===== src/hw/flutm_pkg.sv =====
// flutm_pkg: register map, control fields, timing and state codes of the
// flash user test block; shared by the top module and the scan sequencer.
package flutm_pkg;
    // register byte offsets
    localparam logic [7:0] OFS_CTRL = 8'h00;
    localparam logic [7:0] OFS_DLO = 8'h04;
    localparam logic [7:0] OFS_DHI = 8'h08;
    localparam logic [7:0] OFS_SIG0 = 8'h0C;
    localparam logic [7:0] OFS_BSEL = 8'h20;
    localparam logic [7:0] OFS_BLOCK = 8'h24;
    localparam logic [7:0] OFS_SLOCK = 8'h28;
    localparam logic [7:0] OFS_STAT = 8'h2C;
    localparam int unsigned WORD_BYTES = 4;
    localparam int unsigned WORD_W = 32;
    localparam int unsigned SIG_WORDS = 5;
    // control register fields
    localparam int unsigned BIT_UTE = 31;
    localparam int unsigned SYN_LSB = 16;
    localparam int unsigned SYN_W = 8;
    localparam int unsigned BIT_MRE = 5;
    localparam int unsigned BIT_MRV = 4;
    localparam int unsigned BIT_EIE = 3;
    localparam int unsigned BIT_AIS = 2;
    localparam int unsigned BIT_AIE = 1;
    localparam int unsigned BIT_AID = 0;
    localparam int unsigned BIT_RWE = 0;
    localparam logic [31:0] TEST_PASSWORD = 32'hF9F9_9999;
    // reset values
    localparam logic [31:0] LOCK_RST = 32'hFFFF_FFFF;
    localparam logic [31:0] ZERO_WORD = 32'h0000_0000;
    // passes: four data slices, then check bits and flags
    localparam logic [2:0] LAST_PASS = 3'h4;
    // signature feedback taps for x^32 + x^22 + x^2 + x + 1
    localparam logic [31:0] MISR_TAPS = 32'h0040_0007;
    // timing
    localparam int unsigned CLK_PERIOD_NS = 10;
    localparam int unsigned MARGIN_WAIT_NS = 40;
    localparam int unsigned MARGIN_WAIT_CYC =
        (MARGIN_WAIT_NS + CLK_PERIOD_NS - 1) / CLK_PERIOD_NS;
    localparam logic [7:0] MARGIN_WAIT_LD = 8'(MARGIN_WAIT_CYC);
    localparam logic [1:0] NL_EXTRA_CYC = 2'h2;
    typedef enum logic [1:0] {
        ST_IDLE = 2'b00,
        ST_STEP = 2'b01,
        ST_READ = 2'b10,
        ST_HOLD = 2'b11
    } flutm_state_e;
endpackage


===== src/hw/flutm_scan_if.sv =====
// flutm_scan_if: handshake between the test controller and its address
// sequencer; assumes both sit on pclk.
`timescale 1ns/100ps
interface flutm_scan_if #(parameter int AW = 9) ();
    logic start;
    logic step;
    logic nonlinear;
    logic valid;
    logic last;
    logic [AW-1:0] addr;
    modport gen(input start, input step, input nonlinear,
                output addr, output valid, output last);
    modport ctl(output start, output step, output nonlinear,
                input addr, input valid, input last);
endinterface


===== src/hw/flutm_addr_gen.sv =====
// flutm_addr_gen: walks every array address, linearly or in bit-reversed
// order; assumes start and step are single-cycle pulses from the controller.
`timescale 1ns/100ps
module flutm_addr_gen #(
    parameter int AW = 9
) (
    // clock and reset
    input wire logic pclk,
    input wire logic presetn,
    // controller side
    flutm_scan_if.gen sc
);
    logic [AW-1:0] idx_ff;
    logic [AW-1:0] rev_w;
    logic valid_ff;
    logic [1:0] pace_ff;

    for (genvar i = 0; i < AW; i++) begin : g_rev
        assign rev_w[i] = idx_ff[AW-1-i];
    end

    assign sc.addr = sc.nonlinear ? rev_w : idx_ff;
    assign sc.valid = valid_ff;
    assign sc.last = &idx_ff;

    // scrambled order pays extra settle cycles on every address
    always_ff @(posedge pclk or negedge presetn) begin
        if (!presetn) begin
            idx_ff <= '0;
            valid_ff <= 1'b0;
            pace_ff <= 2'h0;
        end else if (sc.start || sc.step) begin
            idx_ff <= sc.start ? '0 : AW'(idx_ff + 1'b1);
            valid_ff <= 1'b0;
            pace_ff <= sc.nonlinear ? flutm_pkg::NL_EXTRA_CYC : 2'h0;
        end else if (!valid_ff) begin
            valid_ff <= (pace_ff == 2'h0);
            pace_ff <= (pace_ff == 2'h0) ? 2'h0 : 2'(pace_ff - 1'b1);
        end
    end
endmodule


===== src/hw/flutm_top.sv =====
// flutm_top: flash user test mode logic - integrity scan, margin read and
// ECC logic check, all compressed into five signature words over APB.
// assumes the array answers each read request with one ack pulse and
// holds its outputs until the next request.
// What this block does
// - while test mode is enabled any user array read sets the read error flag
// - a 32-bit signature calculator feeds five readable signature words
// - five full scans; the first four take page bits in 32-bit slices, ascending
// - fifth scan takes both check-bit bytes and both error flag pairs
// - data and check bits uncorrected, error flags after evaluation
// - only selected and unlocked existing blocks feed the signature
// - writing signature words seeds the calculator
// - enable bit sets only on the password write, before any test step
// - blocks under test come from select bits, minus any block locked in either lock register
// - sequential bit picks linear order, else slower scrambled order
// - execute bit starts the test, done flag rises, software clears execute
// - clearing execute before done aborts; done rises when abort completes
// - margin enable biases reads to zeros margin or ones margin by level bit
// - every margin read gets extra wait states before sampling
// - margin mode ends only on read reset; software clears margin bits
// - ECC check forces data and syndrome into both double words
// - ECC check uses loaded data and syndrome when select bit set at start
// - while done is low protected fields read zero and ignore writes
`timescale 1ns/100ps
module flutm_top #(
    parameter int NUM_BLOCKS = 8,
    parameter int PAGE_W = 6
) (
    // clock and reset
    input wire logic pclk,
    input wire logic presetn,
    // apb slave
    input wire logic psel,
    input wire logic penable,
    input wire logic pwrite,
    input wire logic [7:0] paddr,
    input wire logic [31:0] pwdata,
    output logic [31:0] prdata,
    output logic pready,
    output logic pslverr,
    // user path and flash controller events
    input wire logic user_read_attempt,
    input wire logic read_reset,
    output logic test_mode_active,
    // array read port
    output logic arr_rd_req,
    output logic [$clog2(NUM_BLOCKS)+PAGE_W-1:0] arr_addr,
    input wire logic arr_rd_ack,
    input wire logic [127:0] arr_data,
    input wire logic [15:0] arr_check,
    input wire logic [1:0] arr_sec,
    input wire logic [1:0] arr_ded,
    // margin bias and ecc forcing
    output logic margin_read_enable,
    output logic margin_level,
    output logic ecc_force_en,
    output logic [63:0] forced_data,
    output logic [7:0] forced_syndrome
);
    localparam int BLK_W = $clog2(NUM_BLOCKS);
    localparam int AW = BLK_W + PAGE_W;

    if (NUM_BLOCKS < 2 || NUM_BLOCKS > 31 || PAGE_W < 1) begin : g_chk
        $error("flutm_top: NUM_BLOCKS must be 2..31 and PAGE_W at least 1");
    end

    flutm_scan_if #(.AW(AW)) sc ();

    flutm_addr_gen #(.AW(AW)) u_gen (
        .pclk(pclk),
        .presetn(presetn),
        .sc(sc)
    );

    logic ute_ff, aie_ff, aid_ff, eie_ff, ais_ff, mre_ff, mrv_ff, rwe_ff;
    logic [7:0] syn_ff;
    logic [31:0] dlo_ff, dhi_ff;
    logic [31:0] sig_ff [flutm_pkg::SIG_WORDS];
    logic [NUM_BLOCKS-1:0] bsel_ff, lock_ff, slock_ff;
    flutm_pkg::flutm_state_e st_ff, nxt_st;
    logic [2:0] pass_ff;
    logic [7:0] wait_ff;
    logic mgn_act_ff, mgn_lvl_ff, ecc_ff, req_ff;
    logic [AW-1:0] addr_ff;
    logic [31:0] prdata_ff;
    logic pready_ff, pslverr_ff;

    // bus decode
    wire setup_w = psel && !penable;
    wire wr_w = psel && penable && pready_ff && pwrite;
    wire hit_ctrl = (paddr == flutm_pkg::OFS_CTRL);
    wire hit_dlo = (paddr == flutm_pkg::OFS_DLO);
    wire hit_dhi = (paddr == flutm_pkg::OFS_DHI);
    wire hit_bsel = (paddr == flutm_pkg::OFS_BSEL);
    wire hit_lock = (paddr == flutm_pkg::OFS_BLOCK);
    wire hit_slock = (paddr == flutm_pkg::OFS_SLOCK);
    wire hit_stat = (paddr == flutm_pkg::OFS_STAT);
    logic [flutm_pkg::SIG_WORDS-1:0] sig_hit;
    for (genvar i = 0; i < flutm_pkg::SIG_WORDS; i++) begin : g_hit
        assign sig_hit[i] = (paddr == 8'(flutm_pkg::OFS_SIG0 + flutm_pkg::WORD_BYTES * i));
    end
    wire map_hit = hit_ctrl || hit_dlo || hit_dhi || hit_bsel || hit_lock ||
                   hit_slock || hit_stat || (|sig_hit);

    wire ctrl_wr = wr_w && hit_ctrl;
    wire pw_w = ctrl_wr && (pwdata == flutm_pkg::TEST_PASSWORD);
    wire cfg_wr = ctrl_wr && !pw_w;
    // protected fields writable only while done
    wire prot_wr = cfg_wr && aid_ff;
    // start on execute rising while idle
    wire start_w = cfg_wr && ute_ff && pwdata[flutm_pkg::BIT_AIE] && !aie_ff && aid_ff;

    wire [BLK_W-1:0] blk_w = sc.addr[AW-1:PAGE_W];
    wire blk_ok_w = (32'(blk_w) < NUM_BLOCKS);
    wire elig_w = blk_ok_w && bsel_ff[blk_w] && !lock_ff[blk_w] && !slock_ff[blk_w];

    // data slices in ascending order, check bytes and flags last
    // data and check bits come raw, flags after evaluation
    logic [31:0] slice_w;
    always_comb begin
        if (pass_ff == flutm_pkg::LAST_PASS) begin
            slice_w = {6'h00, arr_ded[1], arr_sec[1], arr_check[15:8],
                       6'h00, arr_ded[0], arr_sec[0], arr_check[7:0]};
        end else begin
            slice_w = arr_data[pass_ff[1:0] * flutm_pkg::WORD_W +: flutm_pkg::WORD_W];
        end
    end

    // feedback shift of the active word, folded with the slice
    wire [31:0] cur_w = sig_ff[pass_ff];
    wire [31:0] misr_nxt = {cur_w[30:0], 1'b0} ^
        (cur_w[31] ? flutm_pkg::MISR_TAPS : flutm_pkg::ZERO_WORD) ^ slice_w;

    logic fold, issue, sc_start, sc_step, finish, pass_end;
    always_comb begin
        nxt_st = st_ff;
        fold = 1'b0;
        issue = 1'b0;
        sc_start = 1'b0;
        sc_step = 1'b0;
        finish = 1'b0;
        pass_end = 1'b0;
        case (st_ff)
            flutm_pkg::ST_IDLE: begin
                if (start_w && eie_ff) begin
                    issue = 1'b1;
                    nxt_st = flutm_pkg::ST_READ;
                end else if (start_w) begin
                    sc_start = 1'b1;
                    nxt_st = flutm_pkg::ST_STEP;
                end
            end
            flutm_pkg::ST_STEP: begin
                if (sc.valid && elig_w) begin
                    issue = 1'b1;
                    nxt_st = flutm_pkg::ST_READ;
                end else if (sc.valid && sc.last) begin
                    pass_end = 1'b1;
                end else if (sc.valid) begin
                    sc_step = 1'b1;
                end
            end
            flutm_pkg::ST_READ: begin
                if (arr_rd_ack && mre_ff) begin
                    nxt_st = flutm_pkg::ST_HOLD;
                end else if (arr_rd_ack) begin
                    fold = 1'b1;
                end
            end
            flutm_pkg::ST_HOLD: begin
                fold = (wait_ff == 8'h00);
            end
            default: begin
                nxt_st = flutm_pkg::ST_IDLE;
            end
        endcase
        if (fold && (eie_ff || sc.last)) begin
            pass_end = 1'b1;
        end else if (fold) begin
            sc_step = 1'b1;
            nxt_st = flutm_pkg::ST_STEP;
        end
        if (pass_end && pass_ff == flutm_pkg::LAST_PASS) begin
            finish = 1'b1;
        end else if (pass_end && eie_ff) begin
            issue = 1'b1;
            nxt_st = flutm_pkg::ST_READ;
        end else if (pass_end) begin
            sc_start = 1'b1;
            nxt_st = flutm_pkg::ST_STEP;
        end
        if (st_ff != flutm_pkg::ST_IDLE && !aie_ff) begin
            finish = 1'b1;
            fold = 1'b0;
            issue = 1'b0;
            sc_start = 1'b0;
            sc_step = 1'b0;
        end
        if (finish) begin
            nxt_st = flutm_pkg::ST_IDLE;
        end
    end

    assign sc.start = sc_start;
    assign sc.step = sc_step;
    assign sc.nonlinear = !ais_ff;

    always_ff @(posedge pclk or negedge presetn) begin
        if (!presetn) begin
            st_ff <= flutm_pkg::ST_IDLE;
            pass_ff <= 3'h0;
            wait_ff <= 8'h00;
            req_ff <= 1'b0;
            addr_ff <= '0;
            ecc_ff <= 1'b0;
        end else begin
            st_ff <= nxt_st;
            pass_ff <= start_w ? 3'h0 : (pass_end && !finish) ? 3'(pass_ff + 1'b1) : pass_ff;
            wait_ff <= (st_ff == flutm_pkg::ST_HOLD) ? 8'(wait_ff - 1'b1) :
                       flutm_pkg::MARGIN_WAIT_LD;
            req_ff <= issue;
            // ECC check reads one forced location
            addr_ff <= !issue ? addr_ff : eie_ff ? '0 : sc.addr;
            // forcing holds for the whole check
            ecc_ff <= (start_w && eie_ff) || (ecc_ff && !finish);
        end
    end

    // control register
    always_ff @(posedge pclk or negedge presetn) begin
        if (!presetn) begin
            ute_ff <= 1'b0;
            aie_ff <= 1'b0;
            aid_ff <= 1'b1;
            {eie_ff, ais_ff, mre_ff, mrv_ff} <= 4'h0;
            syn_ff <= 8'h00;
        end else begin
            ute_ff <= pw_w || (ute_ff && !(cfg_wr && !pwdata[flutm_pkg::BIT_UTE]));
            aie_ff <= cfg_wr ? (ute_ff && pwdata[flutm_pkg::BIT_UTE] &&
                                pwdata[flutm_pkg::BIT_AIE]) : aie_ff;
            aid_ff <= finish || (aid_ff && !start_w);
            if (prot_wr) begin
                eie_ff <= pwdata[flutm_pkg::BIT_EIE];
                ais_ff <= pwdata[flutm_pkg::BIT_AIS];
                mre_ff <= pwdata[flutm_pkg::BIT_MRE];
                mrv_ff <= pwdata[flutm_pkg::BIT_MRV];
                syn_ff <= pwdata[flutm_pkg::SYN_LSB +: flutm_pkg::SYN_W];
            end
        end
    end

    // data inputs, block select and locks
    always_ff @(posedge pclk or negedge presetn) begin
        if (!presetn) begin
            dlo_ff <= flutm_pkg::ZERO_WORD;
            dhi_ff <= flutm_pkg::ZERO_WORD;
            bsel_ff <= '0;
            lock_ff <= NUM_BLOCKS'(flutm_pkg::LOCK_RST);
            slock_ff <= NUM_BLOCKS'(flutm_pkg::LOCK_RST);
        end else begin
            dlo_ff <= (wr_w && hit_dlo && aid_ff) ? pwdata : dlo_ff;
            dhi_ff <= (wr_w && hit_dhi && aid_ff) ? pwdata : dhi_ff;
            bsel_ff <= (wr_w && hit_bsel) ? pwdata[NUM_BLOCKS-1:0] : bsel_ff;
            lock_ff <= (wr_w && hit_lock) ? pwdata[NUM_BLOCKS-1:0] : lock_ff;
            slock_ff <= (wr_w && hit_slock) ? pwdata[NUM_BLOCKS-1:0] : slock_ff;
        end
    end

    // five signature words, seeded by software
    for (genvar i = 0; i < flutm_pkg::SIG_WORDS; i++) begin : g_sig
        always_ff @(posedge pclk or negedge presetn) begin
            if (!presetn) begin
                sig_ff[i] <= flutm_pkg::ZERO_WORD;
            end else if (fold && pass_ff == 3'(i)) begin
                sig_ff[i] <= misr_nxt;
            end else if (wr_w && sig_hit[i] && aid_ff) begin
                sig_ff[i] <= pwdata;
            end
        end
    end

    // flags and margin mode
    wire rwe_clr = wr_w && hit_stat && pwdata[flutm_pkg::BIT_RWE];
    always_ff @(posedge pclk or negedge presetn) begin
        if (!presetn) begin
            rwe_ff <= 1'b0;
            mgn_act_ff <= 1'b0;
            mgn_lvl_ff <= 1'b0;
        end else begin
            rwe_ff <= (ute_ff && user_read_attempt) || (rwe_ff && !rwe_clr);
            // only a read reset leaves margin mode
            mgn_act_ff <= (start_w && mre_ff) || (mgn_act_ff && !read_reset);
            mgn_lvl_ff <= (start_w && mre_ff) ? mrv_ff : mgn_lvl_ff;
        end
    end

    // read mux; protected data reads zero while a test runs
    logic [31:0] ctrl_rd, sig_rd;
    always_comb begin
        ctrl_rd = flutm_pkg::ZERO_WORD;
        ctrl_rd[flutm_pkg::BIT_UTE] = ute_ff;
        ctrl_rd[flutm_pkg::BIT_AIE] = aie_ff;
        ctrl_rd[flutm_pkg::BIT_AID] = aid_ff;
        ctrl_rd[flutm_pkg::BIT_EIE] = eie_ff && aid_ff;
        ctrl_rd[flutm_pkg::BIT_AIS] = ais_ff && aid_ff;
        ctrl_rd[flutm_pkg::BIT_MRE] = mre_ff && aid_ff;
        ctrl_rd[flutm_pkg::BIT_MRV] = mrv_ff && aid_ff;
        ctrl_rd[flutm_pkg::SYN_LSB +: flutm_pkg::SYN_W] = aid_ff ? syn_ff : 8'h00;
        sig_rd = flutm_pkg::ZERO_WORD;
        for (int k = 0; k < flutm_pkg::SIG_WORDS; k++) begin
            sig_rd = sig_rd | ((sig_hit[k] && aid_ff) ? sig_ff[k] : flutm_pkg::ZERO_WORD);
        end
    end
    wire [31:0] rd_mux = hit_ctrl ? ctrl_rd :
                         (hit_dlo && aid_ff) ? dlo_ff :
                         (hit_dhi && aid_ff) ? dhi_ff :
                         hit_bsel ? 32'(bsel_ff) :
                         hit_lock ? 32'(lock_ff) :
                         hit_slock ? 32'(slock_ff) :
                         hit_stat ? 32'(rwe_ff) : sig_rd;

    // no wait state; every bus output leaves a flop
    always_ff @(posedge pclk or negedge presetn) begin
        if (!presetn) begin
            prdata_ff <= flutm_pkg::ZERO_WORD;
            pready_ff <= 1'b0;
            pslverr_ff <= 1'b0;
        end else begin
            prdata_ff <= (setup_w && !pwrite) ? rd_mux : flutm_pkg::ZERO_WORD;
            pready_ff <= setup_w;
            pslverr_ff <= setup_w && !map_hit;
        end
    end

    assign prdata = prdata_ff;
    assign pready = pready_ff;
    assign pslverr = pslverr_ff;
    assign test_mode_active = ute_ff;
    assign arr_rd_req = req_ff;
    assign arr_addr = addr_ff;
    assign margin_read_enable = mgn_act_ff;
    assign margin_level = mgn_lvl_ff;
    assign ecc_force_en = ecc_ff;
    assign forced_data = {dhi_ff, dlo_ff};
    assign forced_syndrome = syn_ff;
endmodule


===== config.mk =====
export PLATFORM = sky130hd
export DESIGN_NAME = flutm_top
export DESIGN_NICKNAME = d
export VERILOG_FILES = /design/src/hw/flutm_pkg.sv /design/src/hw/flutm_scan_if.sv /design/src/hw/flutm_addr_gen.sv /design/src/hw/flutm_top.sv
export SDC_FILE = /design/constraint.sdc
export NUM_CORES = 1
export LEC_CHECK = 0
export BUFFER_PORTS_ARGS = -buffer_cell sky130_fd_sc_hd__buf_2
export CAP_MARGIN = 20
export CORE_ASPECT_RATIO = 0.8
export CORE_MARGIN = 3
export CORE_UTILIZATION = 53
export CTS_BUF_LIST = sky130_fd_sc_hd__clkbuf_4 sky130_fd_sc_hd__clkbuf_8
export CTS_CLUSTER_SIZE = 25
export DETAILED_ROUTE_END_ITERATION = 6
export PLACE_DENSITY = 0.79
export SYNTH_ARGS = -nofsm -noshare
export SYNTH_HDL_FRONTEND = slang
export SYNTH_SLANG_ARGS = --single-unit

===== constraint.sdc =====
create_clock -name pclk -period 3.05 [get_ports pclk]
set_input_delay 0.61 -clock pclk [delete_from_list [all_inputs] [get_ports pclk]]
set_output_delay 0.61 -clock pclk [all_outputs]
set_load 0.1 [all_outputs]

==> impl_metrics.py <==
metrics = {
    "layout": {
        "drive_gt1_share_pct": 36.9,
        "final_area_um2": 22400,
        "nNetsFinal": 2252,
        "final_common_cell": "dfrtp_1",
        "final_cell_mix": "317 x dfrtp_1, 314 x buf_2, 162 x mux2_2",
        "nFillCells": 2648,
        "utilization_pct": 65.5,
        "fin_cells": 2552,
        "n_antenna_cell": 0,
        "area_growth_syn_to_layout_pct": 19.8,
    },
    "run_status": {
        "status": "completed",
    },
    "timing": {
        "tightest_slew_ps": 1180,
        "hold_viol": 0,
        "finalMaxSlewViolations": 0,
        "period_needed_ps": 2830,
        "skew_ps": 24.4,
        "tns_ps": 0,
        "clock.fmax_mhz": 353,
        "slew-limit-headroom_pct": 20.9,
        "grt_setup_unrepaired": "false",
        "finalCritPeriodShare_pct": 92.8,
        "setup_viol": 0,
    },
    "critical_path": {
        "critPathRequiredTime_ps": 3590,
        "critPathCaptureType": "flip-flop",
        "path_max_fanout": 10,
        "arrival_ps": 3370,
        "worstSetupPathType": "flip-flop to flip-flop",
        "startpoint_type": "flip-flop",
    },
    "detailed_routing": {
        "dr.pass1.iters": 7,
        "avgViaCountPerCell": 6.58,
        "ant_nets": 0,
        "drc": 0,
        "vias": 16800,
        "drt_wl_total_mm": 65.2,
        "wl_per_cell_um": 25.6,
        "drtIter0Drc": 2335,
    },
    "floorplan": {
        "rows": 60,
        "fp.dieH_um": 174,
        "core_area_um2": 34200,
        "initial_core_util_pct": 54.7,
        "die_width_um": 216,
        "io_pins": 316,
        "die_area_um2": 37600,
    },
    "power_and_ir_drop": {
        "power.density_nw_per_um2": 479,
        "design_power_total_w": 0.0108,
        "ir_worst_vdd_mv": 0.307,
        "p_leak_nw": 11.1,
    },
    "logic_synthesis": {
        "async_reset_ff_share_pct": 100,
        "ys.warnings.count": 0,
        "synth_top_cell_by_area": "dfrtp_1",
        "postSynthNetCount": 1932,
        "synth.distinct_cells": 68,
        "synthTopCellsByArea": "dfrtp_1 43%, mux2_2 9.7%, mux4_2 7.7%",
        "ys_seq_area_share_pct": 45.0,
        "syn_avg_cell_area_um2": 10.8,
        "netlist_instances": 1728,
        "synthFlopType": "dfrtp_1",
        "synth_edf_count": 0,
        "synth_top_area_share_pct": 42.6,
        "ys_ff_latch": 336,
        "synth_area_um2": 18700,
    },
    "global_route": {
        "grt_max_degree": 80,
        "grt_overflow": 0,
        "grt_pass1_wl_mm": 99.5,
        "grt.total_usage_pct": 33.9,
        "grt_pass1_vias": 17100,
        "antenna_found_initial": 0,
    },
    "place": {
        "portBuffers": 315,
        "hpwl_mm": 44.3,
        "dpl-instance-area_um2": 21200,
        "gp_congestion": 0.971,
        "dp_cells": 2456,
    },
    "clocking": {
        "cts_max_level": 2,
        "cts_buffers": 54,
        "post_cts_buffers": 0,
        "clockBufferDepth": 3,
        "clkSlewWorstSetupHoldPaths_ps": 60,
        "cts.sinks": 336,
        "ctsRootBufferMaster": "clkbuf_8",
        "insertion_delay_ps": 620,
        "cts_tree": "done",
    },
    "job": {
        "maxCapViolations": 0,
    },
    "worst_hold_path": {
        "hp-class": "input pin to flip-flop",
    },
}
through the flow:
stage	worst slack [ps]	hold slack, ps
floorplan	105	314
global placement	195	444
detailed placement	168	452
CTS	260	171
global route	57.1	205
finish	220	185
report_power, final:
part	internal, W	switching [W]	leakage [nW]
Combinational	0.000530	0.00119	5.88
Sequential	0.00463	0.000156	4.58
Clock	0.00240	0.00184	0.625
Total	0.00756	0.00319	11.1
final cells by class:
cell class	count	area [um^2]	share of cell area (%)
inverter	16	60.1	0.268
sequential	336	8440	37.6
multi-input combinational	1237	9730	43.4
clock buffer	92	1130	5.06
clock inverter	3	42.5	0.190
tap	465	582	2.59
timing repair buffer	403	2450	10.9
final timing paths:
path                                                   from                            to  slack [ps]  depth (start not counted)
worst max-delay path            u_gen.idx_ff[3]$_DFFE_PN0P_  u_gen.pace_ff[1]$_DFFE_PN0P_         220                          9
worst min-delay path                             read_reset  margin_read_enable$_DFF_PN0_         180                          2
worst max register to register  u_gen.idx_ff[3]$_DFFE_PN0P_  u_gen.pace_ff[1]$_DFFE_PN0P_         220                          9
worst min register to register         wait_ff[0]$_DFF_PN0_          wait_ff[0]$_DFF_PN0_         460                          1
max in group asynchronous                           presetn        dlo_ff[15]$_DFFE_PN0P_        1590                          3
min in group asynchronous                           presetn          arr_rd_req$_DFF_PN0_         580                          2
flip-flops by register name, summed over array words and instances (netlist names), 9 cells and up:
signal,count
sig_ff,160
dhi_ff,32
dlo_ff,32
prdata,32
arr_addr,9
u_gen.idx_ff,9
routing by layer:
layer  global-route usage [%]  up-vias  wire length, um
li1                         -     7042                -
met4                     16.6        0             3350
met2                     52.6     1292            29300
met1                     44.7     8209            24700
met3                     8.62      251             7790
met5                        0        -                0
repair_timing:
| item | CTS | global route |
|---|---|---|
| hold endpoints to repair | 7 | 0 |
| hold buffers | 1 | 0 |
| resized for setup | 0 | 0 |
logic make-up (layout without fill, tap and decap cells):
family | count (synthesis) | in the layout | share of synthesized area (%)
AND/OR/NAND/NOR | 385 | 385 | 9.49
AO/OA/AOI/OAI | 424 | 424 | 14.1
adder cells (fa/ha/maj) | 8 | 8 | 0.535
buffers and inverters | 155 | 514 | 3.42
multiplexers | 363 | 363 | 24.8
flip-flops | 336 | 336 | 45.0
XOR/XNOR | 57 | 57 | 2.67
critical path, cell delays in order, from the launching register on:
cell and delay, ps:
dfrtp_1 440, and3_1 240, and3_1 220, and3_1 190, ha_1 310, or3_1 420
a21oi_2 230, or2_1 310, or2_1 210, mux2i_1 190
cell usage after synthesis, drive strengths merged (3+ instances only):
cell type / n
mux2: 162
clkbuf: 86
dfrtp: 319
xnor2: 32
a221oi: 18
o211ai: 5
a22o: 13
nor3: 11
dfstp: 17
and3: 11
nand2: 134
a32oi: 7
nor2: 145
nor4: 4
nor2b: 18
a21oi: 154
buf: 53
and4: 3
mux2i: 137
nor3b: 6
inv: 16
mux4: 64
a22oi: 65
nand4: 6
o21ai: 100
nor4b: 3
or4: 3
nand3: 13
a222oi: 17
nand2b: 5
or4b: 3
and2: 9
ha: 8
xor2: 25
or2: 3
a31oi: 27
o32ai: 4
Note: power is estimated with default switching activity, not from simulation.
